**src/rtl/sbm_pkg.sv**
```systemverilog
/*
  Shared constants and types of the binning, mirror and test pattern pixel path.
  Assumes a single 125 MHz core clock; times are given in ns and turned into cycles here.
*/
package sbm_pkg;

  // ----------------------------------------------------------------
  // Pixel geometry
  // ----------------------------------------------------------------
  localparam int SBM_DW = 10;
  localparam int SBM_ACC_W = SBM_DW + 2;
  localparam logic [9:0] SBM_NCOL = 10'h3ec;
  localparam logic [9:0] SBM_HALF = 10'h1f6;
  localparam logic [9:0] SBM_RIGHT0 = 10'h1f7;
  localparam logic [SBM_ACC_W-1:0] SBM_PIX_MAX = SBM_ACC_W'((1 << SBM_DW) - 1);

  // ----------------------------------------------------------------
  // Test pattern constants
  // ----------------------------------------------------------------
  localparam logic [7:0] SBM_GRAY_MAX = 8'hff;
  localparam logic [9:0] SBM_P3_BASE = 10'h00a;
  localparam logic [9:0] SBM_P3_SPLIT = 10'h0f6;
  localparam logic [9:0] SBM_P3_COL2 = 10'h0f7;
  localparam logic [9:0] SBM_P3_ROW1END = 10'h0ec;
  localparam logic [9:0] SBM_P3_ROW2 = 10'h0ed;
  localparam logic [1:0] SBM_TP_OFF = 2'h0;
  localparam logic [1:0] SBM_TP_ONE = 2'h1;
  localparam logic [1:0] SBM_TP_TWO = 2'h2;
  localparam logic [1:0] SBM_TP_THREE = 2'h3;

  // ----------------------------------------------------------------
  // Timing
  // ----------------------------------------------------------------
  localparam int SBM_CLK_NS = 8;
  localparam int SBM_CLK_MHZ = 125;
  localparam int SBM_PIX_FAST_MHZ = 40;
  localparam int SBM_PIX_SLOW_MHZ = 20;
  localparam int SBM_LINE_NORM_NS = 20550;
  localparam int SBM_LINE_VBIN_NS = 27850;
  localparam int SBM_FRAME_OVH_NS = 204800;
  localparam int SBM_LT_W = 12;
  localparam logic [SBM_LT_W-1:0] SBM_LINE_NORM_CYC =
    SBM_LT_W'((SBM_LINE_NORM_NS + SBM_CLK_NS - 1) / SBM_CLK_NS);
  localparam logic [SBM_LT_W-1:0] SBM_LINE_VBIN_CYC =
    SBM_LT_W'((SBM_LINE_VBIN_NS + SBM_CLK_NS - 1) / SBM_CLK_NS);
  localparam int SBM_FRAME_OVH_CYC = (SBM_FRAME_OVH_NS + SBM_CLK_NS - 1) / SBM_CLK_NS;
  localparam int SBM_GAP_W = 16;

  // ----------------------------------------------------------------
  // Register map
  // ----------------------------------------------------------------
  localparam logic [7:0] SBM_REG_CTRL = 8'h00;
  localparam logic [7:0] SBM_REG_STAT = 8'h04;

  // ----------------------------------------------------------------
  // Types
  // ----------------------------------------------------------------
  typedef struct packed {
    logic free_run;
    logic [1:0] tp_sel;
    logic mirror;
    logic vbin;
    logic hbin;
  } sbm_ctrl_t;

  typedef struct packed {
    logic [15:0] frames;
    logic [13:0] rsvd;
    logic pend;
    logic busy;
  } sbm_stat_t;

  typedef struct packed {
    logic [9:0] col;
    logic [9:0] row;
  } sbm_coord_t;

  typedef struct packed {
    logic fval;
    logic lval;
    logic [SBM_DW-1:0] data;
  } sbm_video_t;

  typedef enum logic [2:0] {ST_IDLE, ST_LINE, ST_FETCH, ST_HOLD, ST_LEND, ST_GAP} sbm_state_t;

endpackage : sbm_pkg

```
**src/rtl/sbm_pixel_path.sv**
```systemverilog
/*
  Pixel output path: binning, mirror, three test patterns, frame timing and link output.
  Assumes a sensor readout port returning data one cycle after a read, on the core clock,
  and a trigger pin asynchronous to the core clock.
*/
// Behaviour
// - Horizontal binning outputs one summed pixel per adjacent pixel pair in a line.
// - Vertical binning sums same-column pixels of two neighbouring lines.
// - Both enables give full binning, summing four adjacent pixels.
// - Frame is 502x1004 hbin, 1004x502 vbin, 502x502 full.
// - Pixel clock 40 MHz, 20 MHz with horizontal or full binning.
// - Vertical or full binning uses the longer line period plus fixed frame overhead.
// - Horizontal binning alone keeps frame period unchanged.
// - Colour variant has no binning.
// - Mirror reverses pixel order within each line.
// - One value per pixel, no colour interpolation.
// - Test patterns ignore gain, offset and exposure.
// - Binning still applies to test patterns.
// - Trigger mode sends one frame per trigger cycle.
// - Free-run sends one frame per internal control cycle.
// - Three test patterns made purely in logic, sensor unused.
// - Pattern one left half falls from 255-(n-1) at pixel 502 leftwards.
// - Pattern one right half falls from 255-(n-1) at pixel 503 rightwards.
// - Pattern two is pattern one moving up one line per frame.
// - Pattern three columns 1..246 hold column plus 9.
// - Pattern three columns 247..502 hold column minus 247.
// - Pattern three right half line 1 is 235, reaching 0 at 236.
// - Pattern three right gradients restart at 255 on lines 237, 493, 749.
`timescale 1ns/1ns
module sbm_pixel_path
  import sbm_pkg::*;
#(
  parameter bit IS_COLOR = 1'b0,
  parameter int FRAME_OVH_CYC = SBM_FRAME_OVH_CYC
)
(
  input wire logic core_clk,
  input wire logic rst_b,
  input wire logic external_frame_trigger,
  input wire logic [7:0] reg_addr,
  input wire logic [31:0] reg_wdata,
  input wire logic reg_wr,
  input wire logic reg_rd,
  output logic [31:0] reg_rdata,
  output logic sen_rd,
  output sbm_coord_t sen_addr,
  input wire logic [SBM_DW-1:0] sen_data,
  output logic pix_clk,
  output sbm_video_t video
);

  // ----------------------------------------------------------------
  // Declarations
  // ----------------------------------------------------------------
  logic trg_s1_r;
  logic trg_s2_r;
  logic trg_s3_r;
  logic trg_edge;
  logic trg_pend_r;
  logic start;
  sbm_ctrl_t ctrl_r;
  sbm_ctrl_t ctrl_eff;
  sbm_ctrl_t cfg_r;
  sbm_stat_t stat;
  sbm_state_t st_r;
  logic [9:0] col_r;
  logic [9:0] row_r;
  logic [9:0] cols_last;
  logic [9:0] rows_last;
  logic [9:0] s_col;
  logic [1:0] k_r;
  logic [1:0] k_last;
  logic vsub;
  logic rd_d_r;
  logic test_on;
  logic [7:0] tp_val;
  logic [SBM_ACC_W-1:0] src;
  logic [SBM_ACC_W-1:0] acc_r;
  logic [SBM_ACC_W-1:0] acc_sum;
  logic [SBM_DW-1:0] sat_val;
  logic [SBM_LT_W-1:0] line_tmr_r;
  logic [SBM_GAP_W-1:0] gap_tmr_r;
  logic [15:0] frm_cnt_r;
  logic [7:0] shift_r;
  logic fv_r;
  logic launch;
  logic pix_go;
  logic line_done;
  logic frame_done;
  sbm_coord_t pos;
  sbm_video_t video_r;
  logic [31:0] rdata_r;
  logic [10:0] px_cnt_r;

  // ----------------------------------------------------------------
  // Register port
  // ----------------------------------------------------------------
  // Control register
  always_ff @(posedge core_clk or negedge rst_b)
  begin
    if (!rst_b)
      ctrl_r <= '0;
    else if (reg_wr && reg_addr == SBM_REG_CTRL)
      ctrl_r <= sbm_ctrl_t'(reg_wdata[$bits(sbm_ctrl_t)-1:0]);
  end

  // Colour variant masks binning
  always_comb
  begin
    ctrl_eff = ctrl_r;
    if (IS_COLOR)
    begin
      ctrl_eff.hbin = 1'b0;
      ctrl_eff.vbin = 1'b0;
    end
  end

  // Status word
  always_comb
  begin
    stat = '0;
    stat.frames = frm_cnt_r;
    stat.pend = trg_pend_r;
    stat.busy = (st_r != ST_IDLE);
  end

  // Read data, valid in the cycle after the strobe only
  always_ff @(posedge core_clk or negedge rst_b)
  begin
    if (!rst_b)
      rdata_r <= '0;
    else if (reg_rd && reg_addr == SBM_REG_CTRL)
      rdata_r <= 32'(ctrl_eff);
    else if (reg_rd && reg_addr == SBM_REG_STAT)
      rdata_r <= stat;
    else
      rdata_r <= '0;
  end

  assign reg_rdata = rdata_r;

  // ----------------------------------------------------------------
  // Frame trigger
  // ----------------------------------------------------------------
  // Pin synchroniser and edge stage
  always_ff @(posedge core_clk or negedge rst_b)
  begin
    if (!rst_b)
    begin
      trg_s1_r <= 1'b0;
      trg_s2_r <= 1'b0;
      trg_s3_r <= 1'b0;
    end
    else
    begin
      trg_s1_r <= external_frame_trigger;
      trg_s2_r <= trg_s1_r;
      trg_s3_r <= trg_s2_r;
    end
  end

  assign trg_edge = trg_s2_r & ~trg_s3_r;

  // One pending frame per trigger cycle, set wins over clear
  always_ff @(posedge core_clk or negedge rst_b)
  begin
    if (!rst_b)
      trg_pend_r <= 1'b0;
    else if (trg_edge && !ctrl_r.free_run)
      trg_pend_r <= 1'b1;
    else if (start)
      trg_pend_r <= 1'b0;
  end

  // Free-run restarts as soon as the previous frame cycle ends
  assign start = (st_r == ST_IDLE) && (ctrl_r.free_run || trg_pend_r);

  // Settings frozen for a whole frame
  always_ff @(posedge core_clk or negedge rst_b)
  begin
    if (!rst_b)
      cfg_r <= '0;
    else if (start)
      cfg_r <= ctrl_eff;
  end

  // ----------------------------------------------------------------
  // Sequencer
  // ----------------------------------------------------------------
  assign k_last = {cfg_r.hbin & cfg_r.vbin, cfg_r.hbin | cfg_r.vbin};
  assign cols_last = cfg_r.hbin ? SBM_HALF - 10'h001 : SBM_NCOL - 10'h001;
  assign rows_last = cfg_r.vbin ? SBM_HALF - 10'h001 : SBM_NCOL - 10'h001;
  assign pix_go = (st_r == ST_HOLD) && launch;
  assign line_done = (st_r == ST_LEND) && (line_tmr_r == '0) && launch;
  assign frame_done = line_done && (row_r == rows_last);

  // State and position
  always_ff @(posedge core_clk or negedge rst_b)
  begin
    if (!rst_b)
    begin
      st_r <= ST_IDLE;
      col_r <= '0;
      row_r <= '0;
      k_r <= '0;
    end
    else
    begin
      case (st_r)
        ST_IDLE:
          if (start)
          begin
            row_r <= '0;
            st_r <= ST_LINE;
          end
        ST_LINE:
        begin
          col_r <= '0;
          k_r <= '0;
          st_r <= ST_FETCH;
        end
        ST_FETCH:
          if (k_r == k_last)
            st_r <= ST_HOLD;
          else
            k_r <= k_r + 2'h1;
        ST_HOLD:
          if (pix_go)
          begin
            k_r <= '0;
            if (col_r == cols_last)
              st_r <= ST_LEND;
            else
            begin
              col_r <= col_r + 10'h001;
              st_r <= ST_FETCH;
            end
          end
        ST_LEND:
          if (frame_done)
            st_r <= ST_GAP;
          else if (line_done)
          begin
            row_r <= row_r + 10'h001;
            st_r <= ST_LINE;
          end
        ST_GAP:
          if (gap_tmr_r == '0)
            st_r <= ST_IDLE;
        default: st_r <= ST_IDLE;
      endcase
    end
  end

  // Line period and frame overhead; hbin alone keeps the normal line
  always_ff @(posedge core_clk or negedge rst_b)
  begin
    if (!rst_b)
    begin
      line_tmr_r <= '0;
      gap_tmr_r <= '0;
    end
    else
    begin
      if (st_r == ST_LINE)
        line_tmr_r <= cfg_r.vbin ? SBM_LINE_VBIN_CYC : SBM_LINE_NORM_CYC;
      else if (line_tmr_r != '0)
        line_tmr_r <= line_tmr_r - SBM_LT_W'(1);
      if (frame_done)
        gap_tmr_r <= SBM_GAP_W'(FRAME_OVH_CYC - 1);
      else if (gap_tmr_r != '0)
        gap_tmr_r <= gap_tmr_r - SBM_GAP_W'(1);
    end
  end

  // Frame valid, frame count and pattern two shift
  always_ff @(posedge core_clk or negedge rst_b)
  begin
    if (!rst_b)
    begin
      fv_r <= 1'b0;
      frm_cnt_r <= '0;
      shift_r <= '0;
    end
    else if (start)
    begin
      fv_r <= 1'b1;
      frm_cnt_r <= frm_cnt_r + 16'h0001;
      shift_r <= shift_r + 8'h01;
    end
    else if (frame_done)
      fv_r <= 1'b0;
  end

  // ----------------------------------------------------------------
  // Sensor addressing and summing
  // ----------------------------------------------------------------
  assign s_col = cfg_r.hbin ? {col_r[8:0], k_r[0]} : col_r;
  assign vsub = cfg_r.hbin ? k_r[1] : k_r[0];
  assign pos.col = cfg_r.mirror ? SBM_NCOL - 10'h001 - s_col : s_col;
  assign pos.row = cfg_r.vbin ? {row_r[8:0], vsub} : row_r;
  assign test_on = (cfg_r.tp_sel != SBM_TP_OFF);
  assign sen_rd = (st_r == ST_FETCH) && !test_on;
  assign sen_addr = pos;

  sbm_pattern u_pattern (
    .core_clk(core_clk),
    .rst_b(rst_b),
    .sel(cfg_r.tp_sel),
    .shift(shift_r),
    .pos(pos),
    .val_r(tp_val)
  );

  // Pattern replaces sensor data, then goes through the same binning
  assign src = test_on ? SBM_ACC_W'(tp_val) : SBM_ACC_W'(sen_data);
  // Last read folded in on the fly, so a pixel may leave as its data arrives
  assign acc_sum = rd_d_r ? acc_r + src : acc_r;
  assign sat_val = (acc_sum > SBM_PIX_MAX) ? SBM_DW'(SBM_PIX_MAX) : acc_sum[SBM_DW-1:0];

  // Read data arrives one cycle after the read
  always_ff @(posedge core_clk or negedge rst_b)
  begin
    if (!rst_b)
      rd_d_r <= 1'b0;
    else
      rd_d_r <= (st_r == ST_FETCH);
  end

  // Charge sum of one output pixel
  always_ff @(posedge core_clk or negedge rst_b)
  begin
    if (!rst_b)
      acc_r <= '0;
    else if (st_r == ST_LINE || pix_go)
      acc_r <= '0;
    else if (rd_d_r)
      acc_r <= acc_sum;
  end

  // ----------------------------------------------------------------
  // Link output
  // ----------------------------------------------------------------
  sbm_pixclk u_pixclk (
    .core_clk(core_clk),
    .rst_b(rst_b),
    .slow(cfg_r.hbin),
    .pix_clk(pix_clk),
    .launch(launch)
  );

  // One gray value per pixel, launched on the falling pixel clock edge
  always_ff @(posedge core_clk or negedge rst_b)
  begin
    if (!rst_b)
      video_r <= '0;
    else if (launch)
    begin
      video_r.fval <= fv_r;
      video_r.lval <= pix_go;
      video_r.data <= pix_go ? sat_val : '0;
    end
  end

  assign video = video_r;

  // Pixels sent in the current line
  always_ff @(posedge core_clk or negedge rst_b)
  begin
    if (!rst_b)
      px_cnt_r <= '0;
    else if (st_r == ST_LINE)
      px_cnt_r <= '0;
    else if (pix_go)
      px_cnt_r <= px_cnt_r + 11'h001;
  end
endmodule : sbm_pixel_path

```
**src/rtl/sbm_pixclk.sv**
```systemverilog
/*
  Pixel clock maker: a phase accumulator on the core clock toggles the link clock.
  Assumes the core clock rate in the package; the launch pulse marks the falling edge.
*/
`timescale 1ns/1ns
module sbm_pixclk
  import sbm_pkg::*;
(
  input wire logic core_clk,
  input wire logic rst_b,
  input wire logic slow,
  output logic pix_clk,
  output logic launch
);

  logic [7:0] acc_r;
  logic [7:0] step;
  logic [8:0] sum;
  logic wrap;
  logic pix_clk_r;

  // Two edges per pixel period
  assign step = slow ? 8'(SBM_PIX_SLOW_MHZ + SBM_PIX_SLOW_MHZ) : 8'(SBM_PIX_FAST_MHZ + SBM_PIX_FAST_MHZ);
  assign sum = {1'b0, acc_r} + {1'b0, step};
  assign wrap = sum >= 9'(SBM_CLK_MHZ);
  assign launch = wrap & pix_clk_r;
  assign pix_clk = pix_clk_r;

  // Phase accumulator
  always_ff @(posedge core_clk or negedge rst_b)
  begin
    if (!rst_b)
      acc_r <= 8'h00;
    else if (wrap)
      acc_r <= 8'(sum - 9'(SBM_CLK_MHZ));
    else
      acc_r <= sum[7:0];
  end

  // Clock toggle
  always_ff @(posedge core_clk or negedge rst_b)
  begin
    if (!rst_b)
      pix_clk_r <= 1'b0;
    else if (wrap)
      pix_clk_r <= ~pix_clk_r;
  end
endmodule : sbm_pixclk

```
**src/rtl/sbm_pattern.sv**
```systemverilog
/*
  Test pattern generator: gray value of one sensor position, registered.
  Assumes 0-based sensor coordinates; the value is valid one cycle after the position.
*/
`timescale 1ns/1ns
module sbm_pattern
  import sbm_pkg::*;
(
  input wire logic core_clk,
  input wire logic rst_b,
  input wire logic [1:0] sel,
  input wire logic [7:0] shift,
  input wire sbm_coord_t pos,
  output logic [7:0] val_r
);

  logic [9:0] c;
  logic [9:0] n;
  logic [7:0] val_nxt;

  // 1-based column and line, pattern two shifted per frame
  assign c = pos.col + 10'h001;
  assign n = pos.row + 10'h001 + ((sel == SBM_TP_TWO) ? {2'h0, shift} : 10'h000);

  // Pattern value
  always_comb
  begin
    val_nxt = 8'h00;
    case (sel)
      SBM_TP_ONE, SBM_TP_TWO:
        if (c <= SBM_HALF)
          val_nxt = SBM_GRAY_MAX - 8'(n - 10'h001) - 8'(SBM_HALF - c);
        else
          val_nxt = SBM_GRAY_MAX - 8'(n - 10'h001) - 8'(c - SBM_RIGHT0);
      SBM_TP_THREE:
        if (c <= SBM_P3_SPLIT)
          val_nxt = 8'(c + SBM_P3_BASE - 10'h001);
        else if (c <= SBM_HALF)
          val_nxt = 8'(c - SBM_P3_COL2);
        else if (n <= SBM_P3_ROW1END)
          val_nxt = 8'(SBM_P3_ROW1END - n);
        else
          val_nxt = SBM_GRAY_MAX - 8'(n - SBM_P3_ROW2);
      default: val_nxt = 8'h00;
    endcase
  end

  // Output register
  always_ff @(posedge core_clk or negedge rst_b)
  begin
    if (!rst_b)
      val_r <= 8'h00;
    else
      val_r <= val_nxt;
  end
endmodule : sbm_pattern

```
**config.mk**
```make
export PLATFORM = sky130hd
export DESIGN_NAME = sbm_pixel_path
export DESIGN_NICKNAME = d
export VERILOG_FILES = /design/src/rtl/sbm_pkg.sv /design/src/rtl/sbm_pixel_path.sv /design/src/rtl/sbm_pixclk.sv /design/src/rtl/sbm_pattern.sv
export SDC_FILE = /design/constraint.sdc
export NUM_CORES = 1
export LEC_CHECK = 0
export ABC_AREA = 1
export BUFFER_PORTS_ARGS = -buffer_cell sky130_fd_sc_hd__buf_4
export CORE_MARGIN = 5
export CORE_UTILIZATION = 45
export DETAILED_ROUTE_END_ITERATION = 8
export PLACE_DENSITY = 0.76
export SYNTH_ARGS = -nofsm -noshare
export SYNTH_HDL_FRONTEND = slang
export SYNTH_SLANG_ARGS = --single-unit
```
**constraint.sdc**
```tcl
create_clock -name core_clk -period 4.3 [get_ports core_clk]
set_clock_uncertainty 0.05 [all_clocks]
set_input_delay 1.29 -clock core_clk [delete_from_list [all_inputs] [get_ports core_clk]]
set_output_delay 1.29 -clock core_clk [all_outputs]
set_load 0.05 [all_outputs]
```
==> impl_results.md <==
* Die area at 26300 um^2
* CTS H-tree depth at 4
* HPWL after DPL at 18000 um
* Outcome: completed
* Worst slew pin tran at 1.00 ns
* Synth Area in Simple Gates at 28.2%
* Antenna-violating nets left at 0
* Fillers at 2063
* Pwr dens at 910 nW/um^2
* Pin count of the biggest net entering global routing at 105
* Main combinational cell family by area after synthesis: simple AND/OR/NAND/NOR gates
* Int Pwr at 5520 uW
* Hold Path Class: flop to flop
* DIE HEIGHT at 162 um
* Drt first pass iters at 5
* Compound-Gate Fraction of Synth Area at 9.30%
* Clk buf depth at 2
* Hold Fails Final Rpt at 0
* Setup slack at placement at -0.00270 ns
* Initial Util at 46.0%
* FF+latch area at 3930 um^2
* Syn Inst Count at 1362
* CTS sink count at 157
* Clock group share of total power at 14.1%
* GRT Util Overall at 18.4%
* Post-synth EDFFs at 0
* Vias per cell at 5.21
* Switching Fraction at 50.5%
* Via count at 9159
* Main synth FF type: dfrtp_1
* Worst R2R Setup Slack at 0.25 ns
* Post-synth ARST share at 100%
* Ports at 121
* Leak at 0.00634 uW
* Switching Power at 5630 uW
* Crit path DAT at 4.30 ns
* Final min period at 4.05 ns
* Clock Root Buffer: clkbuf_16
* Crit path max fanout at 4
* Mux share of post-synthesis cell area at 0.0959%
* Post-synthesis adder-cell area fraction at 8.75%
* CP Capture Point: u_pattern.val_r[7]$_DFF_PN0_
* Worst Reg-to-Reg Cells at 23
* Finished Core Util at 54.0%
* Number of synthesized register bits at 157
* Fin crit share at 94.2%
* Synthesized cell area at 10400 um^2
* Worst r2r src: cfg_r[1]$_DFFE_PN0P_
* Count of buffers from port buffering at 84
* Die X at 162 um
* Area of the multi-input gates at 5790 um^2
* Largest cells by area after synthesis: dfrtp_1, nand2_1, ha_1
* Reg clk slew, reported paths at 0.08 ns
* Library cells used by synthesis at 50
* CP Launch Type: flop
* Yosys top cell by area: dfrtp_1
* Sequential Power Share at 18.7%
* CP Launch Point: cfg_r[1]$_DFFE_PN0P_
* DR DRC count at 0
* Top-area cell type share of the netlist area at 37.6%
* WL per Instance at 13.7 um
* YS warnings at 0
* Slew headroom at 32.1%
* ANT cells at 0
* Final wirelength at 24000 um
* Initial DRC count at 623
* Reg2reg end: u_pattern.val_r[7]$_DFF_PN0_
* Share of cells above drive strength 1 at 16.6%
* Setup Crit Path Kind: flop to flop
* Global-route wire length before repair at 40500 um
* Sequential share of the synthesized area at 37.6%
* Max-cap violations at 0
* Data required, critical path at 4.55 ns
* Initial antenna violation count at 0
* XOR/XNOR Fraction of Synth Area at 6.70%
* TritonCTS clock tree: built
* CP endpoint kind: flop
* Final Wtd Congestion at 0.931
* GRT overflow at 0
* Logic pwr share at 67.2%
* Pins Over Slew Limit at 0
* Area grow syn2layout at 17.5%
* Final Net Count at 1585
* Final setup viols at 0
* Peak supply drop at 0.505 mV
* PnR worst setup slack at 0.249 ns
* Core box area at 22700 um^2
* TritonCTS Buffers at 17
* Clk_lat worst skew at 0.44 ns
* Max frequency at 247 MHz
* Number of global-route vias before repair at 8769
* Setup_tns at 0 ns
* Synth Area per Inst at 7.66 um^2
* Site Rows at 55
worst min-delay path by stage:
| stage | start | end | slack [ns] | cells past startpoint |
|---|---|---|---|---|
| after floorplan | trg_s1_r$_DFF_PN0_ | trg_s2_r$_DFF_PN0_ | 0.28 | 0 |
| after global placement | trg_s1_r$_DFF_PN0_ | trg_s2_r$_DFF_PN0_ | 0.29 | 0 |
| after detailed placement | trg_s1_r$_DFF_PN0_ | trg_s2_r$_DFF_PN0_ | 0.30 | 0 |
| after CTS | trg_s1_r$_DFF_PN0_ | trg_s2_r$_DFF_PN0_ | 0.32 | 0 |
| after global routing | trg_s1_r$_DFF_PN0_ | trg_s2_r$_DFF_PN0_ | 0.36 | 0 |
| final | trg_s1_r$_DFF_PN0_ | trg_s2_r$_DFF_PN0_ | 0.32 | 0 |
sequential cells by signal, summed over array words and instances (netlist names), 10 cells and up:
name / cells
row_r: 10
gap_tmr_r: 16
frm_cnt_r: 16
acc_r: 12
col_r: 10
video: 12
reg_rdata: 22
line_tmr_r: 12
synthesized netlist by cell type, types with 6 or more instances:
| cell | instances |
|---|---|
| inv_2 | 6 |
| nand3b_1 | 12 |
| nor2_1 | 122 |
| o21ai_0 | 63 |
| o211ai_1 | 12 |
| nand2_2 | 24 |
| inv_1 | 189 |
| ha_1 | 65 |
| or2_2 | 14 |
| nand2_1 | 309 |
| nand3_1 | 85 |
| nor3_1 | 26 |
| dfrtp_1 | 157 |
| o21ai_1 | 7 |
| xor2_1 | 60 |
| nor4_1 | 10 |
| buf_4 | 13 |
| a31oi_1 | 9 |
| nand4_1 | 23 |
| xnor2_1 | 18 |
| a21oi_1 | 60 |
| clkbuf_1 | 13 |
what timing repair did:
item / 4_1_cts / 5_1_grt
gates resized for setup: 3 / 33
pin swaps: 2 / 9
gates cloned: 0 / 0
buffers inserted: 0 / 1
endpoints found under the setup margin: 1 / 1
hold buffers: 0 / 0
kinds of logic (layout without fill, tap and decap cells):
group                      after synthesis  in the layout
adders and majority gates               70             70
xor gates and xnor gates                79             79
DFF                                    157            157
muxes                                    1              1
other                                    1             10
and+or+nand+nor                        648            648
buffers and inverters                  233            335
AOI/OAI and AO/OA                      173            173
worst max-delay path, stage by stage, from the launching register on:
cell	delay (ns)
dfrtp_1	0.43
inv_2	0.06
a21oi_2	0.11
o21ai_2	0.08
o21ai_4	0.06
inv_1	0.06
ha_2	0.19
fa_2	0.34
or2_2	0.31
nand2_2	0.09
xor2_1	0.17
inv_2	0.08
ha_4	0.28
inv_2	0.06
fa_1	0.46
o21ai_1	0.23
a21o_1	0.17
a21oi_2	0.06
xor2_1	0.24
inv_1	0.07
nand3_1	0.08
nand3_1	0.08
nand3_1	0.08
a21oi_1	0.07
per-layer routing:
layer	vias to the layer above	GRT usage (%)	part of all wire [%]
met5	-	0	0
met3	38	3.86	5.6
met4	0	5.23	1.7
li1	4571	-	-
met1	4295	24.6	45
met2	255	30.4	48
layout make-up:
class	count	area share [%]
Sequential cell	157	32.0
Tap cell	285	2.91
Timing Repair Buffer	107	6.71
Clock buffer	17	3.47
Inverter	196	6.01
Clock inverter	15	1.68
Multi-Input combinational cell	981	47.2
through the flow:
| stage | total power (uW) | area, um^2 | hold slack [ns] | cells |
|---|---|---|---|---|
| floorplan | 7540 | 10500 | 0.281 | 1371 |
| global placement | 8920 | 11500 | 0.286 | 1725 |
| detailed placement | 9160 | 11500 | 0.296 | 1725 |
| CTS | 10800 | 12100 | 0.323 | 1757 |
| global route | 12100 | 12300 | 0.358 | 1758 |
| finish | 11200 | 12300 | 0.319 | 1758 |
cell usage in the layout, fill, tap and decap left out, types with 3 or more instances in the layout:
cell       instances
o211ai_1          12
a21oi_2            5
buf_4            104
nand3_1           82
xor2_2             3
nor2_2             5
xnor2_1           17
nand2_2           28
o31ai_1            5
inv_2             10
ha_2               6
o22ai_1            4
nand3_2            8
clkinv_8           7
inv_6              3
clkbuf_16         17
a31oi_1            9
inv_1            185
dfrtp_1          157
inv_8              3
a21oi_1           54
a21o_1             4
nor3_1            26
conb_1            10
o21ai_2            3
nand2_4            3
fa_1               3
nand3b_1          12
nand2_1          305
ha_1              52
or2_2             14
o21ai_1           10
nor4_1            10
xor2_1            57
nand4_1           23
ha_4               7
o21ai_0           57
nor2_1           121
power by group through the flow:
stage / registers, uW / clock network (uW) / logic [uW]
floorplan: 2180 / 0 / 5360
global placement: 2090 / 0 / 6830
detailed placement: 2110 / 0 / 7050
CTS: 2080 / 1600 / 7120
global route: 2130 / 1670 / 8340
finish: 2090 / 1570 / 7500
No activity file was read; power rests on OpenSTA's default activity.
